### src/inc/spt_regs.svh
// register offsets, field positions, reset values and timing figures
// assumes a byte address on an 8-bit register port with 32-bit words
`ifndef SPT_REGS_SVH
`define SPT_REGS_SVH

`define SPT_OFF_CTRL       8'h00
`define SPT_OFF_START_CARE 8'h04
`define SPT_OFF_START_LVL  8'h08
`define SPT_OFF_END_CARE   8'h0c
`define SPT_OFF_END_LVL    8'h10
`define SPT_OFF_LIMIT_MIN  8'h14
`define SPT_OFF_LIMIT_MAX  8'h18
`define SPT_OFF_HOLDOFF    8'h1c
`define SPT_OFF_AUTO_WAIT  8'h20
`define SPT_OFF_STATUS     8'h24
`define SPT_OFF_INTERVAL   8'h28

`define SPT_CTRL_EN        0
`define SPT_CTRL_AUTO      1
`define SPT_CTRL_DLY       2
`define SPT_CTRL_QUAL      4
`define SPT_CTRL_SFUNC     8
`define SPT_CTRL_EFUNC     12
`define SPT_STAT_SEEN      4
`define SPT_STAT_FORCED    5

`define SPT_RST_LIMIT      32'h0000_0000
`define SPT_CLK_MHZ        100
`define SPT_HOLDOFF_NS     160
`define SPT_AUTO_WAIT_US   1000

`endif

### src/inc/spt_pkg.sv
// types shared by the sequence pattern trigger
// assumes spt_regs.svh carries the numeric constants
package spt_pkg;

	typedef enum logic [1:0] {SPT_AND, SPT_NAND, SPT_OR, SPT_NOR} spt_func_t;

	typedef enum logic [2:0] {SPT_LT, SPT_GT, SPT_TOUT, SPT_IN, SPT_OUT} spt_qual_t;

	typedef enum logic [1:0] {SPT_HOLD, SPT_ARMED, SPT_TIMING} spt_state_t;

	typedef struct packed {
		logic [16:0] care;
		logic [16:0] lvl;
	} spt_pat_t;

	typedef struct packed {
		logic        en;
		logic        auto_mode;
		logic        dly_sel;
		spt_qual_t   qual;
		spt_func_t   sfunc;
		spt_func_t   efunc;
		spt_pat_t    spat;
		spt_pat_t    epat;
		logic [31:0] tmin;
		logic [31:0] tmax;
		logic [31:0] hold;
		logic [31:0] auto_wait;
	} spt_cfg_t;

	typedef struct packed {
		spt_cfg_t    cfg;
		spt_state_t  state;
		logic [31:0] hcnt;
		logic [31:0] tcnt;
		logic [31:0] acnt;
		logic [31:0] last_int;
		logic [31:0] rdata;
		logic        start_prev;
		logic        trig_main;
		logic        trig_dly;
		logic        acq;
		logic        seen;
		logic        forced;
	} spt_st_t;

endpackage

### src/spt_trigger.sv
// two-step pattern sequence trigger with time qualification
// assumes probe inputs already thresholded and synchronous to CLK
//
// Functional notes
// - after holdoff, watch all sixteen channels plus auxiliary input
// - per-input expected high, low or don't care; don't care excluded
// - start pattern true starts the interval timer at once
// - timer running: compare same inputs against separate end pattern
// - end pattern true is recognised and stops the timer that cycle
// - trigger only when the selected time qualifier is satisfied
// - AND: true when every considered input matches
// - NAND: true when any considered input mismatches
// - OR: true when any considered input matches
// - NOR: true when every considered input mismatches
// - shorter-than: end before limit; longer-than: end after limit
// - timeout: qualifies when end not true before limit elapses
// - in range: end after minimum and before maximum
// - outside range: end before minimum or after maximum
// - all qualifiers but timeout trigger when end becomes true
// - timeout triggers when timer reaches limit, no end needed
// - interval measured from the start pattern becoming true
// - start pattern ignored while timer runs
// - same engine serves main and delayed trigger systems
// - an all don't care pattern is never recognised
// - start and end patterns have independent logic functions
// - start and end patterns share one set of input thresholds
// - normal acquires only on trigger; auto forces after wait
//
// The strobed register port and the register offsets were chosen for this implementation.
`timescale 1ns/1ps
`default_nettype none
`include "spt_regs.svh"

module spt_trigger #(
	parameter logic [31:0] HOLD_CYC = 32'(`SPT_HOLDOFF_NS * `SPT_CLK_MHZ / 1000),
	parameter logic [31:0] AUTO_CYC = 32'(`SPT_AUTO_WAIT_US * `SPT_CLK_MHZ)
) (
	// clock and reset
	input  wire logic        CLK,
	input  wire logic        RST,
	// register port
	input  wire logic [7:0]  REG_ADDR,
	input  wire logic [31:0] REG_WDATA,
	input  wire logic        REG_WR,
	input  wire logic        REG_RD,
	output logic      [31:0] REG_RDATA,
	// probed inputs
	input  wire logic [15:0] CH,
	input  wire logic        AUX,
	// trigger outputs
	output logic             TRIG_MAIN,
	output logic             TRIG_DLY,
	output logic             ACQ,
	output logic             ARMED
);

	spt_pkg::spt_st_t q;
	spt_pkg::spt_st_t d;

	logic [16:0] probe;
	logic        start_now;
	logic        end_now;
	logic        start_edge;
	logic        any_trig;

	// true when the probe vector satisfies a pattern under a function
	function automatic logic pat_true(
		input logic [16:0]        in,
		input spt_pkg::spt_pat_t  p,
		input spt_pkg::spt_func_t f
	);
		logic [16:0] hit;
		logic        r;
		hit = ~(in ^ p.lvl) & p.care;
		unique case (f)
			spt_pkg::SPT_AND:  r = (hit == p.care);
			spt_pkg::SPT_NAND: r = (hit != p.care);
			spt_pkg::SPT_OR:   r = |hit;
			spt_pkg::SPT_NOR:  r = ~|hit;
		endcase
		return r & (|p.care);
	endfunction

	// one thresholded vector feeds both patterns
	assign probe = {AUX, CH};

	assign start_now = pat_true(probe, q.cfg.spat, q.cfg.sfunc);
	assign end_now = pat_true(probe, q.cfg.epat, q.cfg.efunc);

	// a pattern already true at arming must drop first
	assign start_edge = start_now & ~q.start_prev;

	assign any_trig = q.trig_main | q.trig_dly;

	always_comb begin
		logic fire;
		logic fail;
		logic done;
		fire = 1'b0;
		fail = 1'b0;
		done = 1'b0;
		d = q;
		d.trig_main = 1'b0;
		d.trig_dly = 1'b0;
		d.acq = 1'b0;
		d.rdata = 32'h0;
		d.start_prev = start_now;

		if (REG_WR) begin
			unique case (REG_ADDR)
				`SPT_OFF_CTRL: begin
					d.cfg.en = REG_WDATA[`SPT_CTRL_EN];
					d.cfg.auto_mode = REG_WDATA[`SPT_CTRL_AUTO];
					d.cfg.dly_sel = REG_WDATA[`SPT_CTRL_DLY];
					d.cfg.qual = spt_pkg::spt_qual_t'(REG_WDATA[`SPT_CTRL_QUAL +: 3]);
					d.cfg.sfunc = spt_pkg::spt_func_t'(REG_WDATA[`SPT_CTRL_SFUNC +: 2]);
					d.cfg.efunc = spt_pkg::spt_func_t'(REG_WDATA[`SPT_CTRL_EFUNC +: 2]);
				end
				`SPT_OFF_START_CARE: begin
					d.cfg.spat.care = REG_WDATA[16:0];
				end
				`SPT_OFF_START_LVL: begin
					d.cfg.spat.lvl = REG_WDATA[16:0];
				end
				`SPT_OFF_END_CARE: begin
					d.cfg.epat.care = REG_WDATA[16:0];
				end
				`SPT_OFF_END_LVL: begin
					d.cfg.epat.lvl = REG_WDATA[16:0];
				end
				`SPT_OFF_LIMIT_MIN: begin
					d.cfg.tmin = REG_WDATA;
				end
				`SPT_OFF_LIMIT_MAX: begin
					d.cfg.tmax = REG_WDATA;
				end
				`SPT_OFF_HOLDOFF: begin
					d.cfg.hold = REG_WDATA;
				end
				`SPT_OFF_AUTO_WAIT: begin
					d.cfg.auto_wait = REG_WDATA;
				end
				`SPT_OFF_STATUS: begin
					// write one to clear; hardware set below wins
					if (REG_WDATA[`SPT_STAT_SEEN]) begin
						d.seen = 1'b0;
					end
					if (REG_WDATA[`SPT_STAT_FORCED]) begin
						d.forced = 1'b0;
					end
				end
				default: begin
				end
			endcase
		end

		unique case (q.state)
			spt_pkg::SPT_HOLD: begin
				d.acnt = 32'h0;
				if (!q.cfg.en) begin
					d.hcnt = 32'h0;
				end else if (q.hcnt >= q.cfg.hold) begin
					d.state = spt_pkg::SPT_ARMED;
				end else begin
					d.hcnt = q.hcnt + 32'h1;
				end
			end
			spt_pkg::SPT_ARMED: begin
				if (start_edge) begin
					d.state = spt_pkg::SPT_TIMING;
					d.tcnt = 32'h1;
				end
			end
			spt_pkg::SPT_TIMING: begin
				// start_now is not looked at here
				if (q.tcnt != 32'hffff_ffff) begin
					d.tcnt = q.tcnt + 32'h1;
				end
				unique case (q.cfg.qual)
					spt_pkg::SPT_LT: begin
						if (end_now) begin
							fire = q.tcnt < q.cfg.tmin;
							fail = !fire;
						end else begin
							fail = q.tcnt >= q.cfg.tmin;
						end
					end
					spt_pkg::SPT_GT: begin
						fire = end_now && q.tcnt > q.cfg.tmin;
						fail = end_now && !fire;
					end
					spt_pkg::SPT_TOUT: begin
						// expiry in the same cycle as an end match still fires
						fire = q.tcnt >= q.cfg.tmin;
						fail = end_now && !fire;
					end
					spt_pkg::SPT_IN: begin
						if (end_now) begin
							fire = q.tcnt > q.cfg.tmin && q.tcnt < q.cfg.tmax;
							fail = !fire;
						end else begin
							fail = q.tcnt >= q.cfg.tmax;
						end
					end
					spt_pkg::SPT_OUT: begin
						fire = end_now && (q.tcnt < q.cfg.tmin || q.tcnt > q.cfg.tmax);
						fail = end_now && !fire;
					end
					default: begin
						fail = 1'b1;
					end
				endcase
				if (end_now) begin
					d.last_int = q.tcnt;
				end
				if (fire) begin
					d.state = spt_pkg::SPT_HOLD;
					d.hcnt = 32'h0;
					d.trig_main = !q.cfg.dly_sel;
					d.trig_dly = q.cfg.dly_sel;
					d.acq = 1'b1;
					d.seen = 1'b1;
					done = 1'b1;
				end else if (fail || end_now) begin
					d.state = spt_pkg::SPT_ARMED;
					d.tcnt = 32'h0;
				end
			end
			default: begin
				d.state = spt_pkg::SPT_HOLD;
			end
		endcase

		// auto mode forces an acquisition after its wait
		if (q.state != spt_pkg::SPT_HOLD && !done) begin
			if (!q.cfg.en) begin
				d.state = spt_pkg::SPT_HOLD;
				d.hcnt = 32'h0;
			end else if (q.cfg.auto_mode && q.acnt >= q.cfg.auto_wait) begin
				d.state = spt_pkg::SPT_HOLD;
				d.hcnt = 32'h0;
				d.acq = 1'b1;
				d.forced = 1'b1;
			end else begin
				d.acnt = q.acnt + 32'h1;
			end
		end

		if (REG_RD) begin
			unique case (REG_ADDR)
				`SPT_OFF_CTRL: begin
					d.rdata = {18'h0, q.cfg.efunc, 2'h0, q.cfg.sfunc, 1'b0,
						q.cfg.qual, 1'b0, q.cfg.dly_sel, q.cfg.auto_mode, q.cfg.en};
				end
				`SPT_OFF_START_CARE: begin
					d.rdata = {15'h0, q.cfg.spat.care};
				end
				`SPT_OFF_START_LVL: begin
					d.rdata = {15'h0, q.cfg.spat.lvl};
				end
				`SPT_OFF_END_CARE: begin
					d.rdata = {15'h0, q.cfg.epat.care};
				end
				`SPT_OFF_END_LVL: begin
					d.rdata = {15'h0, q.cfg.epat.lvl};
				end
				`SPT_OFF_LIMIT_MIN: begin
					d.rdata = q.cfg.tmin;
				end
				`SPT_OFF_LIMIT_MAX: begin
					d.rdata = q.cfg.tmax;
				end
				`SPT_OFF_HOLDOFF: begin
					d.rdata = q.cfg.hold;
				end
				`SPT_OFF_AUTO_WAIT: begin
					d.rdata = q.cfg.auto_wait;
				end
				`SPT_OFF_STATUS: begin
					d.rdata = {26'h0, q.forced, q.seen, 2'h0, q.state};
				end
				`SPT_OFF_INTERVAL: begin
					d.rdata = q.last_int;
				end
				default: begin
					d.rdata = 32'h0;
				end
			endcase
		end
	end

	always_ff @(posedge CLK or posedge RST) begin
		if (RST) begin
			q <= '0;
			q.cfg.tmin <= `SPT_RST_LIMIT;
			q.cfg.tmax <= `SPT_RST_LIMIT;
			q.cfg.hold <= HOLD_CYC;
			q.cfg.auto_wait <= AUTO_CYC;
			q.start_prev <= 1'b1;
		end else begin
			q <= d;
		end
	end

	assign REG_RDATA = q.rdata;
	assign TRIG_MAIN = q.trig_main;
	assign TRIG_DLY = q.trig_dly;
	assign ACQ = q.acq;
	assign ARMED = (q.state != spt_pkg::SPT_HOLD);
endmodule
`default_nettype wire

### config.mk
export PLATFORM = sky130hd
export DESIGN_NAME = spt_trigger
export DESIGN_NICKNAME = d
export VERILOG_FILES = /design/src/inc/spt_pkg.sv /design/src/spt_trigger.sv
export VERILOG_INCLUDE_DIRS = /design/src /design/src/inc
export SDC_FILE = /design/constraint.sdc
export NUM_CORES = 1
export LEC_CHECK = 0
export BUFFER_PORTS_ARGS = -buffer_cell sky130_fd_sc_hd__buf_2
export CELL_PAD_IN_SITES_DETAIL_PLACEMENT = 2
export CELL_PAD_IN_SITES_GLOBAL_PLACEMENT = 2
export CORE_MARGIN = 2
export CORE_UTILIZATION = 40
export DETAILED_ROUTE_END_ITERATION = 10
export PLACE_DENSITY = 0.8
export SYNTH_ARGS = -nofsm -noshare
export SYNTH_HDL_FRONTEND = slang
export SYNTH_SLANG_ARGS = --single-unit
### constraint.sdc
create_clock -name CLK -period 27.4 [get_ports CLK]
set_input_delay 1.37 -clock CLK [delete_from_list [all_inputs] [get_ports CLK]]
set_output_delay 1.37 -clock CLK [all_outputs]
set_load 0.01 [all_outputs]
==> impl_metrics.toml, run 1 <==
[power_and_ir_drop]
combPwrFrac = 0.213
p_per_area_nw_per_um2 = 72.03
leakage_nw = 11.05
p_seq_frac = 0.405
switching_share = 0.3357
p_int_mw = 1.129
p_sw_mw = 0.5704
vdd_ir_drop_max_mv = 0.03688
power_frac_clock = 0.382
power_mw = 1.699

[final_layout]
seqCellArea_sq_um = 9369
multi_input_area_sq_um = 10420
antenna_cells = 0
area_growth_pct = 12.17
final_cell_mix = "366 x dfrtp_1, 241 x mux2_2, 182 x inv_1"
layout_commonest_cell = "dfrtp_1"
nFillCells = 5314
drive_gt1_frac = 0.2227
nNetsFinal = 2263

[yosys]
synth-main-ff-cell = "dfrtp_1"
synth_nets = 2207
synth_edf_count = 0
yosysUniqueCellTypes = 68
yosysSeqAreaShare = 0.4456
syn_area_per_cell_sq_um = 10.44
netlist_area_sq_um = 21030
synthArstFlopShare = 1.000
ys_ff_latch = 374
postSynthCellCount = 2015
ys_warn_count = 0

[detailed_routing]
wl_um = 83630
ant_nets = 0
viasPerCell = 6.248
wire_per_inst_um = 29.93
num_vias = 17460
drt_first_iter_violations = 1439
drc = 0
firstDrtPassIters = 8

[clock_tree]
cts_buffers = 45
root_buffer = "clkbuf_16"
cts_sinks = 374
htree_levels = 2
cts_tree = "done"
insertion_delay_ps = 590
clk_pin_slew_worst_paths_ps = 60
postCtsSetupBuffers = 0
cts_hold_buf = 0
cts.repair.resized = 0
cts_buffer_depth = 3

[timing]
period_minus_slack_ps = 4611
fin_tns_setup_ps = 0
worstMarginPinSlew_ps = 1362
slew_violations = 0
min_period_over_period = 0.1683
holdWs_ps = 495.2
setup_ws_ps = 22790
hold_viol = 0
rsz0062_at_grt = "false"
relSlewSlack = 0.08896
setup_viol = 0
clock_skew_ps = 16.84
max_freq_mhz = 216.9

[critical_path]
critical_path_class = "reg2reg"
end_kind = "flop"
crit_arrival_ps = 5090
worstPathRequired_ps = 27880
critPathLaunchType = "flop"
critPathMaxFanout = 82

[place]
dp_slack_ps = 22720
io_buffers = 96
place_congestion = 0.9142
dp_hpwl_um = 57320

[floorplan]
die_w_um = 233.3
die_area_sq_um = 54420
die_h_um = 233.3
initial_core_util = 0.4026
boundaryPins = 97
core_sq_um = 52240
rows = 84

[global_routing]
grt_first_pass_wirelength_um = 126200
grt_max_degree = 120
track_usage = 0.3102
overflow = 0
grt_pass1_vias = 19240
grt_antenna_before_repair = 2

[flow_run]
max-cap-violations = 0

[status]
status = "complete, no violations"

[worst_hold_path]
hp-class = "reg2reg"
cell type report:
class	instances	share of cell area
Sequential cell	374	0.3972
Tap cell	688	0.03649
Inverter	183	0.02944
Timing Repair Buffer	122	0.02864
Clock inverter	17	0.009283
Clock buffer	65	0.05739
Multi-Input combinational cell	1345	0.4415
worst paths after layout:
kind | end | depth (start not counted) | start | slack (ps)
worst max-delay path | q[158] | 13 | q[127] | 22790
worst max register to register | q[158] | 13 | q[127] | 22790
worst min-delay path | q[0] | 1 | q[0] | 500
max in group asynchronous | q[331] | 4 | RST | 24220
min in group asynchronous | q[160] | 2 | RST | 990
worst min register to register | q[0] | 1 | q[0] | 500
synth_stat cells, types with 7 or more instances:
| cell | count | share of area |
|---|---|---|
| a21oi_1 | 81 | 0.019 |
| a221o_1 | 12 | 0.0057 |
| o21ai_0 | 72 | 0.017 |
| o22ai_1 | 15 | 0.0045 |
| nand3_1 | 55 | 0.013 |
| nand4_1 | 46 | 0.014 |
| a221oi_1 | 27 | 0.011 |
| inv_1 | 183 | 0.033 |
| and3_1 | 39 | 0.012 |
| and2_1 | 11 | 0.0033 |
| nor3_1 | 26 | 0.0062 |
| buf_4 | 34 | 0.012 |
| xor2_1 | 45 | 0.019 |
| or2_2 | 7 | 0.0021 |
| a222oi_1 | 28 | 0.013 |
| mux2_2 | 241 | 0.13 |
| a22o_1 | 31 | 0.013 |
| dfstp_2 | 8 | 0.010 |
| clkbuf_1 | 54 | 0.0096 |
| buf_1 | 15 | 0.0027 |
| nor4_1 | 19 | 0.0057 |
| nor2_1 | 102 | 0.018 |
| a22oi_1 | 45 | 0.016 |
| a31oi_1 | 40 | 0.012 |
| o31ai_1 | 10 | 0.0036 |
| dfrtp_1 | 366 | 0.44 |
| o21a_1 | 7 | 0.0025 |
| ha_1 | 131 | 0.078 |
| o21ai_1 | 9 | 0.0021 |
| xnor2_1 | 14 | 0.0058 |
| and4_1 | 8 | 0.0033 |
| nand2_1 | 106 | 0.019 |
| or3_1 | 9 | 0.0027 |
| a21o_1 | 34 | 0.012 |
metrics by stage:
step,area [sq um],instances,utilization
after detailed placement,22010,2712,0.4215
after global placement,22010,2712,0.4215
after global routing,23590,2794,0.4516
final,23590,2794,0.4516
after CTS,23590,2794,0.4516
after floorplan,21030,2015,-
state kept, by name (all words and copies together) (netlist names):
register and flops:
q 339, TRIG_MAIN 1, TRIG_DLY 1, ACQ 1
REG_RDATA 32
logic make-up after synthesis:
logic type,Yosys count,share of synthesized area
buffers and inverters,296,0.06069
adder cells (fa/ha/maj),131,0.07795
AND/OR/NAND/NOR,456,0.1093
multiplexers,247,0.1319
XOR/XNOR,59,0.02457
flip-flops,374,0.4456
AO/OA/AOI/OAI,452,0.1500
critical path: stages (launching register included):
cell,delay (ps)
dfrtp_1,490
ha_1,380
a21oi_1,190
o21ai_0,210
a2111oi_0,710
nor3_1,260
a21o_1,250
a221oi_4,350
a31oi_1,140
buf_4,250
nor2_4,100
buf_4,710
o21ai_0,260
o21ai_0,160
power by group through the flow:
stage          clock (mW)  sequential [mW]  combinational, mW
5_1_grt             0.674            0.693              0.395
3_5_place_dp            0            0.691              0.345
3_3_place_gp            0            0.686              0.318
6_report            0.649            0.688              0.362
4_1_cts             0.655            0.685              0.360
2_1_floorplan           0            0.655              0.234
metal layers:
metal | up-vias | track usage | wire (um)
li1 | 7449 | - | -
met1 | 9281 | 0.4023 | 35150
met3 | 194 | 0.04163 | 4099
met2 | 533 | 0.5254 | 41260
met5 | - | 0 | 0
met4 | 0 | 0.1184 | 3122
(Power assumes the default switching activity.)
==> run 2, diff against run 1 <==
==> constraint.sdc (replaced) <==
create_clock -name CLK -period 4.7 [get_ports CLK]
set_input_delay 0.235 -clock CLK [delete_from_list [all_inputs] [get_ports CLK]]
set_output_delay 0.235 -clock CLK [all_outputs]
set_load 0.01 [all_outputs]
==> run 2 against run 1 <==
Against the previous run:
- final area up 0.46%
- non-clock buffer count up 22
- sequential power rose to 5.8 times the previous value
- total power rose to 5.7 times the previous value
- register-to-register slack worse by 22000 ps
- count of clock-buffer cells in the layout up 5
- via count up 2.2%
- die area unchanged
- worst setup slack worse by 22000 ps
- worst hold slack worse by 450 ps
- cell count up 0.75%
- critical path depth unchanged
- critical endpoint is now q[97]
==> impl_metrics.toml, run 2 (synthesis results as in run 1) <==
[status]
status = "complete, no violations"

[timing]
clock_skew_ps = 38.02
setup_ws_ps = 331.0
setup_viol = 0
relSlewSlack = 0.2218
rsz0062_at_grt = "false"
worstMarginPinSlew_ps = 1165
hold_viol = 0
max_freq_mhz = 228.9
period_minus_slack_ps = 4369
min_period_over_period = 0.9296
slew_violations = 0

[clock_tree]
insertion_delay_ps = 600
postCtsSetupBuffers = 0
cts_buffers = 45
htree_levels = 2
clk_pin_slew_worst_paths_ps = 60
cts_buffer_depth = 3
root_buffer = "clkbuf_16"
cts_sinks = 374
cts_tree = "done"

[final_layout]
nNetsFinal = 2285
largest_reg_flops = 339
final_cell_mix = "366 x dfrtp_1, 241 x mux2_2, 182 x inv_1"
regMostFlops = "q"
nFillCells = 5313
layout_commonest_cell = "dfrtp_1"
area_growth_pct = 12.69
drive_gt1_frac = 0.2193

[flow_run]
max-cap-violations = 0

[place]
dp_hpwl_um = 57940
place_congestion = 0.9121
dp_slack_ps = 394.5
io_buffers = 96

[detailed_routing]
ant_nets = 0
wl_um = 85610
viasPerCell = 6.339
num_vias = 17840
wire_per_inst_um = 30.41
firstDrtPassIters = 6
drc = 0
drt_first_iter_violations = 1681

[power_and_ir_drop]
p_per_area_nw_per_um2 = 406.9
leakage_nw = 11.09
vdd_ir_drop_max_mv = 0.2298
power_mw = 9.642

[critical_path]
worstPathRequired_ps = 5150
critPathLaunchType = "flop"
critPathMaxFanout = 31
r2r_slack_ps = 330
end_kind = "flop"
crit_arrival_ps = 4820
critical_path_class = "reg2reg"

[global_routing]
grt_max_degree = 123
track_usage = 0.3185
grt_antenna_before_repair = 5
overflow = 0
grt_pass1_vias = 19640
grt_first_pass_wirelength_um = 129400

[floorplan]
die_area_sq_um = 54420
boundaryPins = 97
die_h_um = 233.3
initial_core_util = 0.4026
die_w_um = 233.3
core_sq_um = 52240
rows = 84

[worst_hold_path]
hp-class = "in2reg"
-- run 2: cell count changes in the layout (fill, tap and decap cells not counted), sizes merged --
cell / change
clkinvlp: -1
inv: -2
diode: +2
dlygate4sd3: +16
clkinv: -1
buf: +6
bufinv: -4
clkbuf: +5
-- run 2: power by group --
| group | total, mW | internal (mW) | switching [mW] |
|---|---|---|---|
| combinational | 2.14 | 0.808 | 1.33 |
| clock | 3.49 | 2.01 | 1.48 |
| sequential | 4.01 | 3.52 | 0.495 |
-- run 2: area by class of cell --
class                           instances  area [sq um]  share of cell area
Clock inverter                          9         81.33            0.003432
Sequential cell                       374          9369              0.3954
Inverter                              183         690.7             0.02915
Antenna cell                            2         5.005           0.0002112
Clock buffer                           70          1341             0.05661
Timing Repair Buffer                  144         930.9             0.03929
Tap cell                              688         860.8             0.03633
Multi-Input combinational cell       1345         10420              0.4396
-- run 2: repair_timing --
action | CTS | global route
resized for setup | 0 | 0
hold endpoints to repair | 79 | 0
hold buffers | 16 | 0
-- run 2: routing by layer --
metal	GRT usage	wire [um]
met4	0.1264	3189
met1	0.4099	35610
met3	0.05676	5465
met2	0.5302	41320
met5	0	21
-- run 2: final timing paths --
kind | end | depth (start not counted) | start
worst max register to register | q[97] | 13 | q[278]
worst min-delay path | q[350] | 2 | REG_WDATA[3]
min in group asynchronous | q[70] | 3 | RST
worst max-delay path | q[97] | 13 | q[278]
max in group asynchronous | q[127] | 4 | RST
worst min register to register | q[69] | 1 | q[69]
-- run 2: per-stage QoR --
step / hold WS (ps) / instance area, sq um / instances / utilization / setup TNS, ps
floorplan: 385.5 / 21030 / 2015 / - / -201510
global placement: 378.1 / 22100 / 2718 / 0.4231 / 0
detailed placement: 382.4 / 22100 / 2718 / 0.4231 / 0
CTS: 21.48 / 23680 / 2813 / 0.4534 / 0
global route: 44.16 / 23690 / 2814 / 0.4536 / 0
finish: 40.26 / 23700 / 2815 / 0.4536 / 0
-- run 2: critical path, cell delays in order (launching register included) --
cell      delay, ps
dfrtp_1         440
inv_1            90
ha_1            330
nand4_1         240
nor4_1          660
o21ai_1         280
a31oi_1         380
o211ai_1        300
a41o_1          320
a31oi_1         280
nor2_4          200
buf_12          240
and3_1          170
a221o_1         270
==> run 3, diff against run 2 <==
--- a/config.mk
+++ b/config.mk
@@ -13,6 +13,7 @@
 export CORE_UTILIZATION = 40
 export DETAILED_ROUTE_END_ITERATION = 10
 export PLACE_DENSITY = 0.8
+export SETUP_SLACK_MARGIN = 0.5
 export SYNTH_ARGS = -nofsm -noshare
 export SYNTH_HDL_FRONTEND = slang
 export SYNTH_SLANG_ARGS = --single-unit
==> run 3 against run 2 <==
Against the previous run:
- sequential power is essentially flat
- via count shrank 0.68%
- cell count is essentially flat
- final area grew 0.24%
- utilization grew 0.11 points
- non-clock buffer count grew 1
- critical path depth is the same
- total power grew 0.41%
- count of clock-buffer cells in the layout is the same
- worst hold slack gained 9.1 ps
- fmax grew 7.1%
- global-route usage is essentially flat
- critical endpoint is now q[80]
- highest routed layer unchanged
==> impl_metrics.toml, run 3 (synthesis results as in run 1) <==
[final_layout]
largest_reg_flops = 339
layout_commonest_cell = "dfrtp_1"
regMostFlops = "q"
nNetsFinal = 2287
final_cell_mix = "366 x dfrtp_1, 241 x mux2_2, 182 x inv_1"
drive_gt1_frac = 0.2224
instances_no_fill = 2817
area_growth_pct = 12.95

[detailed_routing]
viasPerCell = 6.291
drc = 0
ant_nets = 0
num_vias = 17720
drt_first_iter_violations = 1623
wl_um = 85980
firstDrtPassIters = 7
wire_per_inst_um = 30.52

[critical_path]
end_kind = "flop"
worstPathRequired_ps = 5150
critical_path_class = "reg2reg"
critPathLaunchType = "flop"
crit_arrival_ps = 4530
reg2regPathDepth = 13
critPathMaxFanout = 10

[place]
dp_cells = 2718
dp_hpwl_um = 57940
place_congestion = 0.9121
io_buffers = 96

[clock_tree]
clk_pin_slew_worst_paths_ps = 60
insertion_delay_ps = 600
cts_buffer_depth = 3
root_buffer = "clkbuf_16"
htree_levels = 2
cts_buffers = 45
cts_sinks = 374
cts_tree = "done"

[floorplan]
boundaryPins = 97
initial_core_util = 0.4026
die_w_um = 233.3
rows = 84
core_sq_um = 52240
die_h_um = 233.3
die_area_sq_um = 54420

[status]
status = "complete, no violations"

[power_and_ir_drop]
vdd_ir_drop_max_mv = 0.2298
leakage_nw = 11.10
p_per_area_nw_per_um2 = 407.6
switching_share = 0.3444
p_seq_frac = 0.414
p_sw_mw = 3.334
combPwrFrac = 0.225
p_int_mw = 6.347
power_frac_clock = 0.360

[timing]
hold_viol = 0
max_freq_mhz = 245.2
rsz0062_at_grt = "false"
period_minus_slack_ps = 4078
slew_violations = 0
min_period_over_period = 0.8677
relSlewSlack = 0.2328
clock_skew_ps = 33.65
worstMarginPinSlew_ps = 1148
setup_viol = 0
fin_tns_setup_ps = 0

[worst_hold_path]
hp-class = "in2reg"
hold_depth = 2

[global_routing]
grt_antenna_before_repair = 5
grt_first_pass_wirelength_um = 129500
overflow = 0
grt_use_met1 = 0.4096
track_usage = 0.3185
gr-max-usage-layer = "met2"
grt_max_degree = 123
use_met3 = 0.05676
gr-usage-met2 = 0.5308
grt_pass1_vias = 19660

[flow_run]
max-cap-violations = 0
-- run 3: critical path, cell delays in order (launching register included) --
cell and delay [ps]:
dfrtp_1 430, inv_1 90, ha_1 330, nand4_1 290, nor4_4 470, o21ai_1 230, a31oi_2 280, o211ai_1 280
a41o_1 330, a31oi_2 400, nor2_4 140, buf_4 210, and3_1 170, a221o_1 270
-- run 3: worst paths after layout --
| kind | slack, ps | startpoint | endpoint |
|---|---|---|---|
| worst min register to register | 520 | q[69] | q[69] |
| max in group asynchronous | 3080 | RST | q[126] |
| worst min-delay path | 50 | REG_WDATA[16] | q[248] |
| worst max register to register | 620 | q[278] | q[80] |
| min in group asynchronous | 330 | RST | q[100] |
| worst max-delay path | 620 | q[278] | q[80] |
-- run 3: final cells by class --
type	count	area, sq um
Sequential cell	374	9369
Tap cell	688	860.8
Inverter	183	690.7
Timing Repair Buffer	145	942.2
Fill cell	5306	28480
Multi-Input combinational cell	1346	10460
Clock inverter	9	81.33
Antenna cell	2	5.005
Clock buffer	70	1341
-- run 3: timing repair --
item                                   4_1_cts  5_1_grt
setup buffers                                0        1
pin swaps                                    0        1
endpoints found under the hold margin       79        0
setup endpoints to repair                   49       70
cloned                                       0        1
resized for setup                            1        9
hold buffers                                16        0
-- run 3: power by group through the flow --
stage	Clock, mW	Combinational, mW	Sequential [mW]
floorplan	0	1.36	3.82
global placement	0	1.86	3.99
detailed placement	0	2.00	4.02
CTS	3.51	2.08	3.97
global route	3.65	2.38	4.03
finish	3.49	2.18	4.01
-- run 3: through the flow --
stage            util  total power [mW]  hold WS, ps  setup slack [ps]  cell area [sq um]
6_report       0.4547             9.681        49.38             621.7              23750
5_1_grt        0.4547             10.06        44.16             490.9              23750
4_1_cts        0.4535             9.568        21.48             549.2              23690
3_5_place_dp   0.4231             6.017        382.4             394.5              22100
3_3_place_gp   0.4231             5.843        378.1             703.4              22100
2_1_floorplan       -             5.181        385.5            -550.6              21030
-- run 3: per-layer routing --
| metal | routed length, um | vias to the layer above |
|---|---|---|
| li1 | - | 7516 |
| met1 | 35510 | 9347 |
| met2 | 41350 | 651 |
| met3 | 5700 | 204 |
| met4 | 3404 | 4 |
| met5 | 21 | - |
